===== src/verilog/btadj_pkg.sv =====
// Constants, state encoding and the CRC-8 step shared by the trim command handler.
package btadj_pkg;
	// =====================================================================
	// Character codes of the text protocol
	localparam logic [7:0] CH_DOLLAR = 8'h24;
	localparam logic [7:0] CH_HASH = 8'h23;
	localparam logic [7:0] CH_COMMA = 8'h2c;
	localparam logic [7:0] CH_CR = 8'h0d;
	localparam logic [7:0] CH_MINUS = 8'h2d;
	localparam logic [7:0] CH_DOT = 8'h2e;
	localparam logic [7:0] CH_ZERO = 8'h30;
	localparam logic [7:0] CH_NINE = 8'h39;

	// =====================================================================
	// Command names, right aligned as the name shifter holds them
	localparam logic [39:0] NAME_ADJ = 40'h736462746f;
	localparam logic [39:0] NAME_REF = 40'h0000737266;
	localparam logic [3:0] LEN_ADJ = 4'h5;
	localparam logic [3:0] LEN_REF = 4'h3;
	localparam logic [3:0] ADJ_VALUES = 4'h9;
	localparam logic [3:0] REF_VALUES = 4'h1;
	localparam logic [3:0] ACCEL_FIRST = 4'h3;
	localparam logic [3:0] INCL_FIRST = 4'h6;

	// =====================================================================
	// Number formats and status codes
	localparam logic [2:0] FRAC_GYRO = 3'h5;
	localparam logic [2:0] FRAC_ACCEL = 3'h6;
	localparam logic [2:0] FRAC_INCL = 3'h7;
	localparam logic [2:0] FRAC_NONE = 3'h0;
	localparam logic [7:0] STATUS_OK = 8'h00;
	localparam logic [7:0] STATUS_FAIL = 8'h01;
	localparam logic [3:0] FMT_TOP_POS = 4'h9;
	localparam logic [9:0][31:0] POW10 = {32'h3b9aca00, 32'h05f5e100, 32'h00989680,
		32'h000f4240, 32'h000186a0, 32'h00002710, 32'h000003e8, 32'h00000064,
		32'h0000000a, 32'h00000001};
	localparam logic [31:0] TEN = 32'h0000000a;

	// =====================================================================
	// CRC-8 generator, MSB first
	localparam logic [7:0] CRC_POLY = 8'h07;
	localparam logic [7:0] CRC_INIT = 8'h00;

	typedef enum logic [2:0] {
		ST_IDLE = 3'b000,
		ST_NAME = 3'b001,
		ST_PARM = 3'b011,
		ST_EXEC = 3'b010,
		ST_HDR = 3'b110,
		ST_VAL = 3'b111,
		ST_END = 3'b101
	} btadj_state_t;

	function automatic logic [7:0] crc8Step(input logic [7:0] crc, input logic [7:0] data);
		logic [7:0] c;
		c = crc ^ data;
		for (int i = 0; i < 8; i++) begin
			c = c[7] ? ((c << 1) ^ CRC_POLY) : (c << 1);
		end
		return c;
	endfunction
endpackage

===== src/verilog/btadj_cmd.sv =====
// Text command handler that adjusts bias trim offsets and stores the reference word.
`timescale 1ns/1ps
// How it works
// - Adjust command adds each delta to offset.
// - Adjust reply: name, status, nine offsets, CRC.
// - Gyro offsets printed with five decimals.
// - Accelerometer offsets printed with six decimals.
// - Inclinometer offsets printed with seven decimals.
// - Reference command replaces stored reference word.
// - Reference reply: name, status, value, CRC.
// - Changed values last only until reset.
module btadj_cmd (
	input wire logic mclk,
	input wire logic rst_b,
	input wire logic [7:0] rxData,
	input wire logic rxValid,
	input wire logic txReady,
	output logic [7:0] txData,
	output logic txValid,
	output logic [8:0][31:0] trimOffset,
	output logic [31:0] referenceWord
);
	typedef struct packed {
		btadj_pkg::btadj_state_t st;
		logic adjCmd;
		logic [39:0] name;
		logic [31:0] acc;
		logic neg;
		logic inFrac;
		logic [2:0] fracCnt;
		logic [3:0] idx;
		logic bad;
		logic ok;
		logic [7:0] crc;
		logic [8:0][31:0] delta;
		logic [8:0][31:0] offs;
		logic [31:0] refw;
		logic [3:0] vIdx;
		logic [1:0] sub;
		logic [3:0] hIdx;
		logic [7:0] txData;
		logic txValid;
	} btadj_main_t;

	btadj_main_t s_q;
	btadj_main_t s_d;
	logic canSend;
	logic [3:0] nVals;
	logic [3:0] hdrLen;
	logic [2:0] fracTgt;
	logic [31:0] dig;
	logic [31:0] mag;
	logic [39:0] nameShift;
	logic isCrc;
	logic [31:0] val;
	logic valNeg;
	logic emitGo;
	logic crcUpd;
	logic [7:0] emitCh;
	logic fmtLoad;
	logic fmtTake;
	logic [31:0] fmtValue;
	logic [2:0] fmtFrac;
	logic [7:0] fmtCh;
	logic fmtValid;
	logic fmtDone;

	function automatic logic [2:0] fracFor(input logic adj, input logic [3:0] i);
		if (!adj) begin
			return btadj_pkg::FRAC_NONE;
		end else if (i < btadj_pkg::ACCEL_FIRST) begin
			return btadj_pkg::FRAC_GYRO;
		end else if (i < btadj_pkg::INCL_FIRST) begin
			return btadj_pkg::FRAC_ACCEL;
		end
		return btadj_pkg::FRAC_INCL;
	endfunction

	btadj_dec_fmt uFmt (
		.mclk(mclk),
		.rst_b(rst_b),
		.load(fmtLoad),
		.value(fmtValue),
		.fracDigits(fmtFrac),
		.take(fmtTake),
		.ch(fmtCh),
		.chValid(fmtValid),
		.done(fmtDone)
	);

	// =====================================================================
	// Command parser, executor and reply sequencer
	// Incoming characters are ignored while a reply is being sent; the host waits for it.
	always_comb begin
		s_d = s_q;
		emitGo = 1'b0;
		crcUpd = 1'b0;
		emitCh = btadj_pkg::CH_CR;
		fmtLoad = 1'b0;
		fmtTake = 1'b0;
		fmtValue = 32'h0;
		fmtFrac = btadj_pkg::FRAC_NONE;
		canSend = !s_q.txValid || txReady;
		if (s_q.txValid && txReady) begin
			s_d.txValid = 1'b0;
		end
		nVals = s_q.adjCmd ? btadj_pkg::ADJ_VALUES : btadj_pkg::REF_VALUES;
		hdrLen = s_q.adjCmd ? btadj_pkg::LEN_ADJ : btadj_pkg::LEN_REF;
		fracTgt = fracFor(s_q.adjCmd, s_q.idx);
		dig = {24'h0, rxData - btadj_pkg::CH_ZERO};
		mag = s_q.acc * btadj_pkg::POW10[fracTgt - s_q.fracCnt];
		nameShift = s_q.name >> {hdrLen - s_q.hIdx, 3'b000};
		isCrc = (s_q.vIdx == nVals);
		val = isCrc ? {24'h0, s_q.crc} : (s_q.adjCmd ? s_q.offs[s_q.vIdx] : s_q.refw);
		valNeg = s_q.adjCmd && !isCrc && val[31];
		case (s_q.st)
			btadj_pkg::ST_IDLE: begin
				if (rxValid && rxData == btadj_pkg::CH_DOLLAR) begin
					s_d.st = btadj_pkg::ST_NAME;
					s_d.name = 40'h0;
					s_d.crc = btadj_pkg::crc8Step(btadj_pkg::CRC_INIT, rxData);
				end
			end
			btadj_pkg::ST_NAME: begin
				if (rxValid) begin
					s_d.crc = btadj_pkg::crc8Step(s_q.crc, rxData);
					s_d.acc = 32'h0;
					s_d.neg = 1'b0;
					s_d.inFrac = 1'b0;
					s_d.fracCnt = 3'h0;
					s_d.idx = 4'h0;
					s_d.bad = 1'b0;
					if (rxData != btadj_pkg::CH_COMMA) begin
						s_d.name = {s_q.name[31:0], rxData};
					end else if (s_q.name == btadj_pkg::NAME_ADJ) begin
						s_d.adjCmd = 1'b1;
						s_d.st = btadj_pkg::ST_PARM;
					end else if (s_q.name == btadj_pkg::NAME_REF) begin
						s_d.adjCmd = 1'b0;
						s_d.st = btadj_pkg::ST_PARM;
					end else begin
						s_d.st = btadj_pkg::ST_IDLE;
					end
				end
			end
			btadj_pkg::ST_PARM: begin
				if (rxValid) begin
					if (s_q.idx != nVals) begin
						s_d.crc = btadj_pkg::crc8Step(s_q.crc, rxData);
					end
					if (rxData == btadj_pkg::CH_CR) begin
						s_d.ok = (s_q.idx == nVals) && !s_q.bad && (s_q.acc[31:8] == 24'h0)
							&& (s_q.acc[7:0] == s_q.crc);
						s_d.st = btadj_pkg::ST_EXEC;
					end else if (rxData == btadj_pkg::CH_COMMA) begin
						if (s_q.idx == nVals) begin
							s_d.bad = 1'b1;
						end else begin
							s_d.delta[s_q.idx] = s_q.neg ? (32'h0 - mag) : mag;
							s_d.idx = s_q.idx + 4'h1;
							s_d.acc = 32'h0;
							s_d.neg = 1'b0;
							s_d.inFrac = 1'b0;
							s_d.fracCnt = 3'h0;
						end
					end else if (rxData == btadj_pkg::CH_MINUS && s_q.adjCmd) begin
						s_d.neg = 1'b1;
					end else if (rxData == btadj_pkg::CH_DOT && s_q.adjCmd) begin
						s_d.inFrac = 1'b1;
					end else if (rxData >= btadj_pkg::CH_ZERO && rxData <= btadj_pkg::CH_NINE) begin
						if (!s_q.inFrac || s_q.fracCnt < fracTgt) begin
							s_d.acc = (s_q.acc * btadj_pkg::TEN) + dig;
							s_d.fracCnt = s_q.fracCnt + {2'h0, s_q.inFrac};
						end
					end else begin
						s_d.bad = 1'b1;
					end
				end
			end
			btadj_pkg::ST_EXEC: begin
				if (s_q.ok && s_q.adjCmd) begin
					for (int i = 0; i < 9; i++) begin
						s_d.offs[i] = s_q.offs[i] + s_q.delta[i];
					end
				end else if (s_q.ok) begin
					s_d.refw = s_q.delta[0];
				end
				s_d.hIdx = 4'h0;
				s_d.st = btadj_pkg::ST_HDR;
			end
			btadj_pkg::ST_HDR: begin
				if (canSend) begin
					emitGo = 1'b1;
					crcUpd = 1'b1;
					s_d.hIdx = s_q.hIdx + 4'h1;
					if (s_q.hIdx == 4'h0) begin
						emitCh = btadj_pkg::CH_HASH;
						s_d.crc = btadj_pkg::CRC_INIT;
					end else if (s_q.hIdx <= hdrLen) begin
						emitCh = nameShift[7:0];
					end else if (s_q.hIdx == hdrLen + 4'h1) begin
						emitCh = btadj_pkg::CH_COMMA;
					end else begin
						emitCh = btadj_pkg::CH_ZERO + (s_q.ok ? btadj_pkg::STATUS_OK
							: btadj_pkg::STATUS_FAIL);
						s_d.vIdx = 4'h0;
						s_d.sub = 2'h0;
						s_d.st = btadj_pkg::ST_VAL;
					end
				end
			end
			btadj_pkg::ST_VAL: begin
				case (s_q.sub)
					2'h0: begin
						if (canSend) begin
							emitGo = 1'b1;
							crcUpd = 1'b1;
							emitCh = btadj_pkg::CH_COMMA;
							s_d.sub = 2'h1;
						end
					end
					2'h1: begin
						if (canSend || !valNeg) begin
							emitGo = valNeg;
							crcUpd = 1'b1;
							emitCh = btadj_pkg::CH_MINUS;
							fmtLoad = 1'b1;
							fmtValue = valNeg ? (32'h0 - val) : val;
							fmtFrac = isCrc ? btadj_pkg::FRAC_NONE : fracFor(s_q.adjCmd, s_q.vIdx);
							s_d.sub = 2'h2;
						end
					end
					default: begin
						if (fmtDone) begin
							s_d.sub = 2'h0;
							s_d.vIdx = s_q.vIdx + 4'h1;
							if (isCrc) begin
								s_d.st = btadj_pkg::ST_END;
							end
						end else if (fmtValid && canSend) begin
							emitGo = 1'b1;
							crcUpd = !isCrc;
							emitCh = fmtCh;
							fmtTake = 1'b1;
						end
					end
				endcase
			end
			btadj_pkg::ST_END: begin
				if (canSend) begin
					emitGo = 1'b1;
					s_d.st = btadj_pkg::ST_IDLE;
				end
			end
			default: begin
				s_d.st = btadj_pkg::ST_IDLE;
			end
		endcase
		if (emitGo) begin
			s_d.txData = emitCh;
			s_d.txValid = 1'b1;
			if (crcUpd && s_q.st != btadj_pkg::ST_HDR) begin
				s_d.crc = btadj_pkg::crc8Step(s_q.crc, emitCh);
			end else if (crcUpd && s_q.hIdx == 4'h0) begin
				s_d.crc = btadj_pkg::crc8Step(btadj_pkg::CRC_INIT, emitCh);
			end else if (crcUpd) begin
				s_d.crc = btadj_pkg::crc8Step(s_q.crc, emitCh);
			end
		end
	end

	// Reset brings back zero offsets; nothing here is kept across power or reset.
	always_ff @(posedge mclk or negedge rst_b) begin
		if (!rst_b) begin
			s_q <= '0;
		end else begin
			s_q <= s_d;
		end
	end

	assign txData = s_q.txData;
	assign txValid = s_q.txValid;
	assign trimOffset = s_q.offs;
	assign referenceWord = s_q.refw;
endmodule


===== src/verilog/btadj_dec_fmt.sv =====
// Serial unsigned binary to fixed-point decimal text converter.
`timescale 1ns/1ps
module btadj_dec_fmt (
	input wire logic mclk,
	input wire logic rst_b,
	input wire logic load,
	input wire logic [31:0] value,
	input wire logic [2:0] fracDigits,
	input wire logic take,
	output logic [7:0] ch,
	output logic chValid,
	output logic done
);
	typedef struct packed {
		logic [31:0] rem;
		logic [3:0] pos;
		logic [2:0] frac;
		logic started;
		logic pointDone;
		logic active;
	} btadj_fmt_t;

	btadj_fmt_t r_q;
	btadj_fmt_t r_d;
	logic [31:0] pw;
	logic [9:1] ge;
	logic [3:0] digit;
	logic pointNow;
	logic show;

	// =====================================================================
	// Digit extraction
	// Comparing against every multiple of the current power avoids a divider.
	assign pw = btadj_pkg::POW10[r_q.pos];
	genvar k;
	generate
		for (k = 1; k <= 9; k++) begin : gDigit
			assign ge[k] = {4'h0, r_q.rem} >= (36'(k) * {4'h0, pw});
		end
	endgenerate

	always_comb begin
		digit = 4'h0;
		for (int i = 1; i <= 9; i++) begin
			digit = digit + {3'h0, ge[i]};
		end
		pointNow = r_q.active && (r_q.frac != 3'h0) && !r_q.pointDone
			&& (r_q.pos == ({1'b0, r_q.frac} - 4'h1));
		show = r_q.started || (digit != 4'h0) || (r_q.pos <= {1'b0, r_q.frac});
		chValid = r_q.active && (pointNow || show);
		ch = pointNow ? btadj_pkg::CH_DOT : (btadj_pkg::CH_ZERO + {4'h0, digit});
		done = !r_q.active;
		r_d = r_q;
		if (load) begin
			r_d.rem = value;
			r_d.pos = btadj_pkg::FMT_TOP_POS;
			r_d.frac = fracDigits;
			r_d.started = 1'b0;
			r_d.pointDone = 1'b0;
			r_d.active = 1'b1;
		end else if (r_q.active) begin
			if (pointNow) begin
				r_d.pointDone = take;
			end else if (show) begin
				if (take) begin
					r_d.rem = r_q.rem - ({28'h0, digit} * pw);
					r_d.started = 1'b1;
					if (r_q.pos == 4'h0) begin
						r_d.active = 1'b0;
					end else begin
						r_d.pos = r_q.pos - 4'h1;
					end
				end
			end else begin
				r_d.pos = r_q.pos - 4'h1;
			end
		end
	end

	always_ff @(posedge mclk or negedge rst_b) begin
		if (!rst_b) begin
			r_q <= '0;
		end else begin
			r_q <= r_d;
		end
	end
endmodule


===== config.mk =====
export PLATFORM = sky130hd
export DESIGN_NAME = btadj_cmd
export DESIGN_NICKNAME = d
export VERILOG_FILES = /design/src/verilog/btadj_pkg.sv /design/src/verilog/btadj_cmd.sv /design/src/verilog/btadj_dec_fmt.sv
export SDC_FILE = /design/constraint.sdc
export NUM_CORES = 2
export LEC_CHECK = 0
export BUFFER_PORTS_ARGS = -buffer_cell sky130_fd_sc_hd__buf_4
export CORE_MARGIN = 2
export CORE_UTILIZATION = 70
export DETAILED_ROUTE_END_ITERATION = 8
export HOLD_SLACK_MARGIN = 0.12
export PLACE_DENSITY = 0.88
export SETUP_SLACK_MARGIN = 0.2
export SYNTH_ARGS = -nofsm -noshare
export SYNTH_HDL_FRONTEND = slang
export SYNTH_SLANG_ARGS = --single-unit

===== constraint.sdc =====
create_clock -name mclk -period 24.3 [get_ports mclk]
set_clock_uncertainty 0.2 [all_clocks]
set_input_delay 4.86 -clock mclk [delete_from_list [all_inputs] [get_ports mclk]]
set_output_delay 4.86 -clock mclk [all_outputs]
set_load 0.01 [all_outputs]

==> results by group <==
Die
  • Die ar.: 118000 um^2
  • Initial Utilization: 70.7%
  • Core area: 115000 um^2
  • IO Count: 341
  • Num rows: 124
  • Chip width: 344 um
  • Die span in y: 344 um

Worst setup path
  • Worst path required time: 24.70 ns
  • Max stage delay on crit path: 1.05 ns
  • R2R depth: 52
  • Worst Setup End Kind: register
  • Worst setup SP type: register
  • Crit-path max FO: 22
  • Critical path class: register to register
  • CP dominant cell by count: fa_1
  • Crit-path slowest cell: fa_1
  • Arrival time worst endpoint: 16.38 ns

Yosys
  • Cell variety after synth: 98
  • Sequential-to-total area share from yosys stat: 23.6%
  • Most used DFF post-synth: dfrtp_1
  • Yosys warns: 0
  • Yosys top cell area share: 23.6%
  • Post-synth top area cell: dfrtp_1
  • Post-synth EDFFs: 0
  • Synth area leaders: dfrtp_1 (24%), ha_1 (14%), fa_1 (12%)
  • Cell area after synthesis: 81000 um^2
  • Cells after Synth: 9307
  • FFs w/ async S/R, synth: 100%
  • Avg Inst Size Synth: 8.70 um^2
  • FF+latch count, synth: 764

Cells and area
  • Layout fillers: 8175
  • Layout cells sized above 1: 8.78%
  • # nets final: 10.6k
  • Multi-input gate area: 55500 um^2
  • FF+latch area: 19100 um^2
  • Most frequent cells in the layout: nand2_1 (1289), ha_1 (935), o21ai_0 (909), dfrtp_1 (760), inv_1 (749)
  • Most common cell after layout, fill and taps aside: nand2_1
  • Area Growth Syn to Fin: 6.04%

Power
  • Clock power share: 12.7%
  • Sequential share of power: 13.7%
  • Power Internal: 5470 uW
  • P per Cell Area: 130 nW/um^2
  • Switching fraction of total power: 50.9%
  • Maximum VDD drop: 0.000418 V
  • Switching power: 5680 uW
  • Pleak: 0.0435 uW
  • Combinational Power Share: 73.7%

Min path
  • Hold path cells: 2
  • Worst hold path type: register to register

GRT
  • Largest net degree at the start of global routing: 256
  • Global-route usage over all layers: 42.8%
  • Vias in the first global route: 68.6k
  • First-pass GRT wire length: 393000 um
  • Initial antenna violation count: 19
  • Total grt overflow: 0

Place
  • Setup WS pre-CTS: 8.69 ns
  • DP HPWL: 195000 um
  • Number of port buffers: 340
  • Placer Congestion: 1.01

Timing
  • RSZ-0062 raised after global routing: no
  • Least-Margin Pin Slew: 1.27 ns
  • Relative slew slack: 14.9%
  • Maximum clock frequency: 62.6 MHz
  • Period minus WS final: 15.97 ns
  • Setup TNS: 0 ns
  • Finish-stage setup viols: 0
  • Slew Limit Fails: 0
  • Worst setup slack after layout: 8.33 ns
  • Period Utilization, post-route: 65.7%
  • Worst hold margin: 0.283 ns
  • Final hold vios: 0

Clock network
  • CTS tree: yes
  • CTS Buf Count: 86
  • Clk_lat worst skew: 0.71 ns
  • Clock transition at path regs: 0.07 ns
  • Clk buf depth: 3
  • TritonCTS Sinks: 764
  • Post_cts resized: 0
  • Root Driver: clkbuf_16
  • Post-CTS Hold Buffers: 0
  • Setup repair bufs after CTS: 0
  • CTS H-Tree Depth: 3

Route
  • Routed WL: 255000 um
  • Final ANT Viol Nets: 0
  • DR iter-0 viols: 7958
  • WL/cell: 23.7 um
  • First-pass DRT Iterations: 8
  • Vias per cell: 6.61
  • DRC Markers: 0
  • Via Count: 71.2k

Status
  • Status: finished, final reports clean

Run
  • MaxCap Viol Count: 0
[final timing paths]
kind	from	end	slack [ns]
max	uFmt.r_q[6]	uFmt.r_q[41]	8.33
min	register	register	0.28
max reg2reg	uFmt.r_q[6]	uFmt.r_q[41]	8.33
min reg2reg	register	register	0.28
max in group asynchronous	rst_b	s_q[664]	16.58
min in group asynchronous	rst_b	trimOffset[203]	4.09
[power groups by stage]
stage                     clock (uW)  combinational, uW  sequential, uW
after detailed placement           0               8030            1540
after CTS                       1420               8090            1520
after floorplan                    0               6280            1430
final                           1420               8220            1520
after global placement             0               7790            1540
after global routing            1470               7300            1520
[cell usage after synthesis (all sizes together) (29+ instances only)]
cell type	n
nand2	1297
ha	935
o21ai	912
dfrtp	764
inv	750
a21oi	485
fa	470
nor2	380
buf	360
clkbuf	318
xnor2	313
xor2	271
and3	225
a21o	202
nand3	117
nor3	117
nand2b	115
o21a	98
nor2b	93
nand4	84
a211oi	74
mux4	72
mux2	64
a31oi	63
and2	60
o211ai	60
o31ai	52
or3	44
o21bai	40
mux2i	39
nor4	33
a211o	32
a22oi	29
[worst max-delay path: cells and delay by family (launching register included)]
kind / cells / cell delay (ns)
AOI/OAI and AO/OA: 23 / 5.91
xor gates and xnor gates: 1 / 0.18
adders and majority gates: 13 / 6.03
buffers and inverters: 5 / 0.94
DFF: 1 / 0.78
and+or+nand+nor: 10 / 1.81
[area by class of cell]
type	instances	area share, %
Tap cell	1512	2.20
Timing Repair Buffer	461	4.05
Clock buffer	119	2.86
Clock inverter	36	0.692
Multi-Input combinational cell	7113	64.6
Inverter	754	3.29
Sequential cell	764	22.3
Antenna cell	11	0.0320
[per-layer routing]
layer  track usage, %  wire (um)  up-vias
li1                 -          -    31700
met1             55.9      96000    34100
met2             64.1     110000     4337
met3             11.5      30600      974
met4             25.3      17900       18
met5                0        115        -
[per-stage QoR]
stage	util [%]	area, um^2	instances	power [uW]
floorplan	-	81000	9309	7710
global placement	72.3	82800	10600	9330
detailed placement	72.3	82800	10600	9570
CTS	75.0	85900	10800	11000
global route	75.0	85900	10800	10300
finish	75.0	85900	10800	11200
[kinds of logic after synthesis]
group / share of synthesized area (%)
AND/OR/NAND/NOR: 15.2
AO/OA/AOI/OAI: 17.2
buffers and inverters: 8.17
adder cells (fa/ha/maj): 26.1
flip-flops: 23.6
XOR/XNOR: 6.32
multiplexers: 3.37
other: 0.00463
Note: power is estimated with default switching activity, not from simulation.
